--- config.mk ---
export PLATFORM = sky130hd
export DESIGN_NAME = sblu_unit
export DESIGN_NICKNAME = d
export VERILOG_FILES = /design/src/sblu_pkg.sv /design/src/sblu_regs_if.sv /design/src/sblu_reg_file.sv /design/src/sblu_unit.sv
export SDC_FILE = /design/constraint.sdc
export NUM_CORES = 1
export LEC_CHECK = 0
export BUFFER_PORTS_ARGS = -buffer_cell sky130_fd_sc_hd__buf_2
export CORE_MARGIN = 4
export CORE_UTILIZATION = 60
export CTS_BUF_LIST = sky130_fd_sc_hd__clkbuf_4
export DETAILED_ROUTE_END_ITERATION = 8
export GPL_TIMING_DRIVEN = 1
export PLACE_DENSITY = 0.9
export SYNTH_ARGS = -nofsm -noshare
export SYNTH_HDL_FRONTEND = slang
export SYNTH_HIERARCHICAL = 1
export SYNTH_SLANG_ARGS = --single-unit
--- constraint.sdc ---
create_clock -name sys_clk -period 4.37 [get_ports sys_clk]
set_input_delay 0.437 -clock sys_clk [delete_from_list [all_inputs] [get_ports sys_clk]]
set_output_delay 0.437 -clock sys_clk [all_outputs]
set_load 0.005 [all_outputs]
--- src/sblu_pkg.sv ---
/*
  Package for the single-bit logic unit: operation codes, operand width,
  field widths, register count, the three-bit bit-number mask and the byte-wide constants.
  Assumes a core that decodes instructions and supplies operands each cycle.
*/
package sblu_pkg;
  localparam int BYTE_W = 8;
  localparam int BITNO_W = 3;
  localparam int REG_IDX_W = 4;
  localparam int NUM_REGS = 16;
  localparam logic [BITNO_W-1:0] BITNO_LSB_MASK = 3'h7;
  localparam logic [BYTE_W-1:0] BYTE_ZERO = 8'h00;
  localparam logic [BYTE_W-1:0] ONE_HOT_BASE = 8'h01;

  typedef enum logic [2:0] {
    OP_BIT_INVERT,
    OP_BIT_TEST,
    OP_CARRY_AND,
    OP_CARRY_AND_INV,
    OP_CARRY_OR,
    OP_CARRY_OR_INV
  } sblu_op_e;

  typedef logic [BYTE_W-1:0] sblu_byte_t;
  typedef logic [BITNO_W-1:0] sblu_bitno_t;
  typedef logic [REG_IDX_W-1:0] sblu_ridx_t;
endpackage : sblu_pkg

--- src/sblu_regs_if.sv ---
/*
  Interface between the unit and its general register file.
  Assumes one read port for the operand, one for the bit number, one write port.
*/
interface sblu_regs_if;
  import sblu_pkg::*;
  sblu_ridx_t opIdx;
  sblu_ridx_t bitIdx;
  sblu_byte_t opData;
  sblu_byte_t bitData;
  logic wrEn;
  sblu_ridx_t wrIdx;
  sblu_byte_t wrData;
  modport unit (output opIdx, output bitIdx, output wrEn, output wrIdx, output wrData,
                input opData, input bitData);
  modport regs (input opIdx, input bitIdx, input wrEn, input wrIdx, input wrData,
                output opData, output bitData);
endinterface : sblu_regs_if

--- src/sblu_reg_file.sv ---
/*
  General register file, byte wide, with registered read data.
  Assumes reads issued one cycle before the data are used.
*/
module sblu_reg_file #(
  parameter int NREGS = sblu_pkg::NUM_REGS
) (
  input wire logic sys_clk,
  input wire logic reset_n,
  sblu_regs_if.regs rf
);
  import sblu_pkg::*;

  typedef struct packed {
    logic [NREGS-1:0][BYTE_W-1:0] mem;
    sblu_byte_t opData;
    sblu_byte_t bitData;
  } sblu_rf_s;

  sblu_rf_s state_reg;
  sblu_rf_s state_next;

  always_comb begin
    state_next = state_reg;
    state_next.opData = state_reg.mem[rf.opIdx];
    state_next.bitData = state_reg.mem[rf.bitIdx];
    if (rf.wrEn) begin
      state_next.mem[rf.wrIdx] = rf.wrData;
    end
  end

  always_ff @(posedge sys_clk) begin
    if (!reset_n) begin
      state_reg <= '0;
    end else begin
      state_reg <= state_next;
    end
  end

  assign rf.opData = state_reg.opData;
  assign rf.bitData = state_reg.bitData;
endmodule : sblu_reg_file

--- src/sblu_unit.sv ---
/*
  Single-bit logic unit: invert, test, and carry AND/OR on one bit of a byte.
  Assumes the core holds a request until done and owns the memory bus timing.
*/
// How it works
// RULE1 - invert flips the chosen bit and writes the byte back, other bits kept
// RULE2 - invert bit number from immediate or low three bits of a register
// RULE3 - test loads zero flag with the inverse of the chosen bit
// RULE4 - test bit number from immediate or low three bits of a register
// RULE5 - carry AND: carry becomes carry and chosen bit
// RULE6 - inverted carry AND: carry becomes carry and inverse of chosen bit
// RULE7 - carry OR: carry becomes carry or chosen bit
// RULE8 - inverted carry OR: carry becomes carry or inverse of chosen bit
// RULE9 - carry operations take their bit number from the immediate only
// RULE10 - operand comes from a general register or a memory byte
// RULE11 - all operands are bytes; memory invert is one byte read-modify-write
// RULE12 - test and carry operations never write the operand back
module sblu_unit (
  input wire logic sys_clk,
  input wire logic reset_n,
  input wire logic reqValid,
  input wire sblu_pkg::sblu_op_e reqOp,
  input wire logic useMem,
  input wire sblu_pkg::sblu_ridx_t opReg,
  input wire logic bitFromReg,
  input wire sblu_pkg::sblu_ridx_t bitReg,
  input wire sblu_pkg::sblu_bitno_t bitImm,
  input wire logic carryIn,
  input wire logic zeroIn,
  input wire logic memReady,
  input wire sblu_pkg::sblu_byte_t memRdData,
  output logic busy,
  output logic done,
  output logic carryOut,
  output logic zeroOut,
  output logic carryWe,
  output logic zeroWe,
  output logic memRdReq,
  output logic memWrReq,
  output sblu_pkg::sblu_byte_t memWrData
);
  import sblu_pkg::*;

  typedef enum logic [2:0] {
    ST_IDLE,
    ST_REG_RD,
    ST_MEM_RD,
    ST_EXEC,
    ST_MEM_WR
  } sblu_state_e;

  typedef struct packed {
    sblu_state_e st;
    sblu_op_e op;
    logic useMem;
    sblu_ridx_t opReg;
    logic bitFromReg;
    sblu_bitno_t bitImm;
    logic carry;
    logic zero;
    sblu_byte_t operand;
    logic busy;
    logic done;
    logic carryOut;
    logic zeroOut;
    logic carryWe;
    logic zeroWe;
    logic memRdReq;
    logic memWrReq;
    sblu_byte_t memWrData;
    logic rfWe;
    sblu_byte_t rfWrData;
  } sblu_unit_s;

  sblu_unit_s state_reg;
  sblu_unit_s state_next;

  sblu_regs_if regs ();

  sblu_reg_file u_regs (
    .sys_clk(sys_clk),
    .reset_n(reset_n),
    .rf(regs.regs)
  );

  function automatic logic pickBit(input sblu_byte_t v, input sblu_bitno_t n);
    pickBit = v[n];
  endfunction : pickBit

  function automatic sblu_byte_t bitMask(input sblu_bitno_t n);
    bitMask = ONE_HOT_BASE << n;
  endfunction : bitMask

  sblu_bitno_t bitNo;
  logic selBit;

  // register source only honoured for invert and test [RULE2] [RULE4] [RULE9]
  always_comb begin
    if (state_reg.bitFromReg &&
        (state_reg.op == OP_BIT_INVERT || state_reg.op == OP_BIT_TEST)) begin
      bitNo = regs.bitData[BITNO_W-1:0] & BITNO_LSB_MASK;
    end else begin
      bitNo = state_reg.bitImm;
    end
  end

  assign selBit = pickBit(state_reg.operand, bitNo);

  assign regs.opIdx = state_reg.opReg;
  assign regs.bitIdx = bitReg;
  assign regs.wrEn = state_reg.rfWe;
  assign regs.wrIdx = state_reg.opReg;
  assign regs.wrData = state_reg.rfWrData;

  always_comb begin
    state_next = state_reg;
    state_next.done = 1'b0;
    state_next.carryWe = 1'b0;
    state_next.zeroWe = 1'b0;
    state_next.rfWe = 1'b0;
    case (state_reg.st)
      ST_IDLE: begin
        if (reqValid) begin
          state_next.op = reqOp;
          state_next.useMem = useMem;
          state_next.opReg = opReg;
          state_next.bitFromReg = bitFromReg;
          state_next.bitImm = bitImm;
          state_next.carry = carryIn;
          state_next.zero = zeroIn;
          state_next.busy = 1'b1;
          // operand source: memory byte or general register [RULE10]
          if (useMem) begin
            state_next.memRdReq = 1'b1;
            state_next.st = ST_MEM_RD;
          end else begin
            state_next.st = ST_REG_RD;
          end
        end
      end
      ST_REG_RD: begin
        // read data registered one cycle; bit register read in step
        state_next.st = ST_EXEC;
      end
      ST_MEM_RD: begin
        if (memReady) begin
          state_next.memRdReq = 1'b0;
          state_next.operand = memRdData;
          state_next.st = ST_EXEC;
        end
      end
      ST_EXEC: begin
        if (!state_reg.useMem) begin
          state_next.operand = regs.opData;
        end
        state_next.st = ST_IDLE;
        state_next.busy = 1'b0;
        state_next.done = 1'b1;
        case (state_reg.op)
          OP_BIT_INVERT: begin
            // only the chosen bit flips, one byte written [RULE1] [RULE11]
            if (state_reg.useMem) begin
              state_next.memWrData = state_reg.operand ^ bitMask(bitNo);
              state_next.memWrReq = 1'b1;
              state_next.st = ST_MEM_WR;
              state_next.busy = 1'b1;
              state_next.done = 1'b0;
            end else begin
              state_next.rfWrData = regs.opData ^ bitMask(bitNo);
              state_next.rfWe = 1'b1;
            end
          end
          OP_BIT_TEST: begin
            state_next.zeroOut = ~pickBit(state_reg.useMem ? state_reg.operand : regs.opData,
                                          bitNo); // [RULE3] [RULE12]
            state_next.zeroWe = 1'b1;
          end
          OP_CARRY_AND: begin
            state_next.carryOut = state_reg.carry &
              pickBit(state_reg.useMem ? state_reg.operand : regs.opData, bitNo); // [RULE5]
            state_next.carryWe = 1'b1;
          end
          OP_CARRY_AND_INV: begin
            state_next.carryOut = state_reg.carry &
              ~pickBit(state_reg.useMem ? state_reg.operand : regs.opData, bitNo); // [RULE6]
            state_next.carryWe = 1'b1;
          end
          OP_CARRY_OR: begin
            state_next.carryOut = state_reg.carry |
              pickBit(state_reg.useMem ? state_reg.operand : regs.opData, bitNo); // [RULE7]
            state_next.carryWe = 1'b1;
          end
          OP_CARRY_OR_INV: begin
            state_next.carryOut = state_reg.carry |
              ~pickBit(state_reg.useMem ? state_reg.operand : regs.opData, bitNo); // [RULE8]
            state_next.carryWe = 1'b1;
          end
          default: begin
            state_next.carryWe = 1'b0;
          end
        endcase
      end
      ST_MEM_WR: begin
        // write-back completes the read-modify-write [RULE11]
        if (memReady) begin
          state_next.memWrReq = 1'b0;
          state_next.busy = 1'b0;
          state_next.done = 1'b1;
          state_next.st = ST_IDLE;
        end
      end
      default: begin
        state_next.st = ST_IDLE;
      end
    endcase
  end

  always_ff @(posedge sys_clk) begin
    if (!reset_n) begin
      state_reg <= '0;
    end else begin
      state_reg <= state_next;
    end
  end

  assign busy = state_reg.busy;
  assign done = state_reg.done;
  assign carryOut = state_reg.carryOut;
  assign zeroOut = state_reg.zeroOut;
  assign carryWe = state_reg.carryWe;
  assign zeroWe = state_reg.zeroWe;
  assign memRdReq = state_reg.memRdReq;
  assign memWrReq = state_reg.memWrReq;
  assign memWrData = state_reg.memWrData;
endmodule : sblu_unit

* Yosys cells after proc, flatten, opt, wreduce, memory -nomap -nowiden
Cells that the tools add are included.
Storage, ports and cells: word-level logic and storage cells 126, bits of input ports 30, register bits after elaboration 189, output and inout bits 16
Operators by class: $lt $le $gt $ge 4, muxes and demuxes 37, shifts and indexed selects 1, reduce and logical (&&, ||, !) cells 23, equality and inequality tests 15, bitwise gates (word level) 8
Operators by type and width (number):
- bitwise mux 128 bit | 1
- binary-select mux 8 bit (select 4 bit) | 2
- demux 8 bit (select 4 bit) | 1
- two-way mux 8 bit | 4
- two-way mux 18 bit | 1
- two-way mux 3 bit | 6
- two-way mux 9 bit | 2
- two-way mux 17 bit | 1
- case mux 8 bit (2 select lines) | 1
- bitwise XOR 8 bit | 2
- case mux 3 bit (5 select lines) | 1
- AND reduction 3 bit | 5
- == test 3 x 2 -> 1 bit, second input constant | 4
- != test 2 bit, second input constant | 6
- < comparator 4 x 5 -> 1 bit, second input constant | 2
- AND reduction 2 bit | 5
- == test 3 bit, second input constant | 3
- two-way mux 2 bit | 4
- AND reduction 4 bit | 2
- left shift 1 x 3 -> 8 bit, first input constant | 1
- two-way mux 1 bit | 7
- == test 3 x 1 -> 1 bit, second input constant | 2
- logical NOT 3 bit | 2
- case mux 1 bit (2 select lines) | 3
- 14 further kinds | 20

* Logic depth before layout (Yosys ltp)
depth in word-level cells 9, mapped depth 8, gate-level depth less buffers 6

* By module
The synthesis kept the hierarchy.
Modules (own cells, without submodules):
- sblu_reg_file | sequential area each 2882.8 um^2, area an instance 7493.4 um^2, times used 1, cells each 723
- sblu_unit | sequential area each 980.9 um^2, area an instance 2366.0 um^2, times used 1, cells each 280

* Worst setup path before layout
Ideal clock, no wire load.
kind register -> register, start point register state_reg[45] (netlist name), end point register state_reg (netlist bit carryOut), required time 4233 ps, arrival time 1797 ps, period minus slack after synthesis 1934 ps, stages on the path, launching flop included 9, setup slack 2436 ps, setup time 137 ps, path buffers 2, cells stage by stage dfxtp_1 -> buf_6 -> or3b_4 -> buf_6 -> a211oi_1 -> a211oi_1 -> nor4_2 -> xor2_1 -> a31oi_1
RTL lines:
- to (signal assigned) | line sblu_unit.sv:222 | state_reg <= state_next;
- to (decl) | line sblu_unit.sv:75 | sblu_unit_s state_reg;

* Worst setup path after layout
start point register state_reg (netlist bit regs.opIdx[0]), end point register u_regs/state_reg[91] in the netlist's numbering
On the way: longest elaborated chain between the ends 5, elaborated cells on any way between the ends 6, those cells by class order compare: 2; mux: 3; reduce/logical: 1
Ends and longest elaborated chain:
- < comparator 4 x 5 -> 1 bit (not written as such) or >= comparator 4 x 1 -> 1 bit (tied branches) | line sblu_reg_file.sv:28 | state_next.mem[rf.wrIdx] = rf.wrData;
- logical AND 1 bit (not written as such) | line sblu_reg_file.sv:28
- two-way mux 8 bit (not written as such) | line sblu_reg_file.sv:28
- demux 8 bit (select 4 bit) (*)
- bitwise mux 128 bit (*) | line sblu_reg_file.sv:28
- to (signal assigned) | line sblu_reg_file.sv:36 | state_reg <= state_next;
- to (decl) | line sblu_reg_file.sv:20 | sblu_rf_s state_reg;
Mark *: on every way between the ends. The rest lies on a longest branch, timed or not. A chain may end at the register's enable or synchronous reset.

==> metrics.yaml <==
status: "complete, no violations"
drt-met1-wl_um: 8720
finalCritPeriodShare: 0.599
cts-root-buf: "clkbuf_4"
wl_met3_um: 1350
grt_max_degree: 57
antenna_found_initial: 1
ir_drop_v: 0.000181
crit_cells: 5
fp.dieW_um: 131
nFillCells: 1121
clk_pin_slew_worst_paths_ps: 150
io_buffers: 44
grt.overflow.total: 0
critPathMaxStageDelay_ps: 800
top_layer_used: "met4"
hold_viol_final: 0
cp.buffers_inverters: 1
cts.sinks: 188
syn_to_final_growth_pct: 3.15
gr-usage-all-layers: 0.240
post_cts_resized: 0
synth_fp_nets: 984
path_class: "register to register"
cts_buffers: 17
critPathRequiredTime_ps: 4870
start_kind: "register"
crit_chain: "nand2b_1, buf_4, nor2_1, nand2_1, a21boi_0"
max_freq_mhz: 382
hp-class: "input port to register"
syn_inst: 954
ff2ff_path_depth: 5
netlist_area_um2: 9130
rows: 44
largest_reg_flops: 128
crit_end: "u_regs/state_reg[91]$_SDFFE_PN0P_"
dr_wl_met2_um: 10300
regArea_um2: 3760
power_density_nw_per_um2: 317
reg2reg_from: "regs.opIdx[0]$_SDFFE_PN0P_"
cts_setup_buffers: 0
cp_slowest_cell: "dfxtp_2"
die_y_um: 131
hold_depth: 3
grt_pass1_wl_um: 34200
die-area_um2: 17300
ys.warnings.count: 6
layout_min_cycle_time_ps: 2620
htree_levels: 4
setup_viol: 0
first_pass_iters: 7
startpoint: "regs.opIdx[0]$_SDFFE_PN0P_"
cp-end-kind: "register"
fin_setup_tns_ps: 0
drt_iter0_markers: 699
cp_max_fo: 23
maxCapViolations: 0
skew_ps: 27.2
holdBufCountCts: 0
total_power_mw: 2.99
wl_per_cell_um: 18.6
multi_input_area_um2: 4820
routed_wl_um: 21000
insertion_delay_ps: 590
cts_buffer_depth: 2
min_from: "bitImm[2]"
path_delay_family: "simple AND/OR/NAND/NOR gates"
fin_nets: 964
cp_data_arrival_time_ps: 3110
maxSlewHeadroom: 0.304
ios: 46
postSynthAreaPerCell_um2: 9.57
power_leakage_nw: 3.38
drc: 0
final_cell_mix: "187 x dfxtp_1, 122 x nand2_1, 77 x mux2i_1"
hpwl_um: 14300
slew_violations: 0
rsz0062_at_grt: "false"
vias: 7026
first_global_vias: 6901
r2r_end: "u_regs/state_reg[91]$_SDFFE_PN0P_"
r2r_setup_slack_ps: 1750
core_um2: 14700
antenna_left: 0
tightest_slew_ps: 1040
vias_per_cell: 6.22
final_common_cell: "dfxtp_1"
start_util: 0.621
globalplace.congestion: 0.866
cts_tree: "yes"
drive_above_1_share: 0.147
==> cell type report <==
class / count / area share
clock buffer: 18 / 0.0143
clock inverter: 12 / 0.0133
tap: 184 / 0.0244
timing repair buffer: 58 / 0.0345
multi-input combinational: 665 / 0.512
antenna: 1 / 0.000266
inverter: 4 / 0.00159
sequential: 188 / 0.400
==> worst min-delay path by stage <==
stage	endpoint	slack, ps
final	state_reg[37]$_SDFFE_PN0P_	60
after global routing	state_reg[34]$_SDFFE_PN0P_	50
after CTS	state_reg[36]$_SDFFE_PN0P_	40
after detailed placement	state_reg[38]$_SDFFE_PN0P_	450
after global placement	state_reg[38]$_SDFFE_PN0P_	450
after floorplan	state_reg[38]$_SDFFE_PN0P_	440
==> worst register-to-register path, cell delays in order, from the launching register on <==
cell and delay (ps):
dfxtp_2 800, nand2b_1 510, buf_4 350, nor2_1 590, nand2_1 100, a21boi_0 190
==> stage by stage <==
stage               hold slack [ps]   util  cell area, µm²  instances  worst slack (ps)
global placement                449  0.623            9160       1099              1850
floorplan                       440      -            9130        954              2440
CTS                            38.0  0.641            9420       1129              1750
global route                   53.1  0.641            9420       1130              1490
detailed placement              454  0.623            9160       1099              1770
finish                         61.7  0.641            9420       1130              1750
==> layer usage <==
metal,GRT usage,vias up
li1,-,3309
met1,0.302,3351
met2,0.406,302
met3,0.0424,64
met4,0.110,0
met5,0,-
==> power by group <==
part	switching (mW)	total, mW	internal (mW)
combinational	0.152	0.269	0.117
clock	0.578	0.915	0.336
sequential	0.0642	1.80	1.74
total	0.794	2.99	2.19
Power figures use the tool's default switching activity.
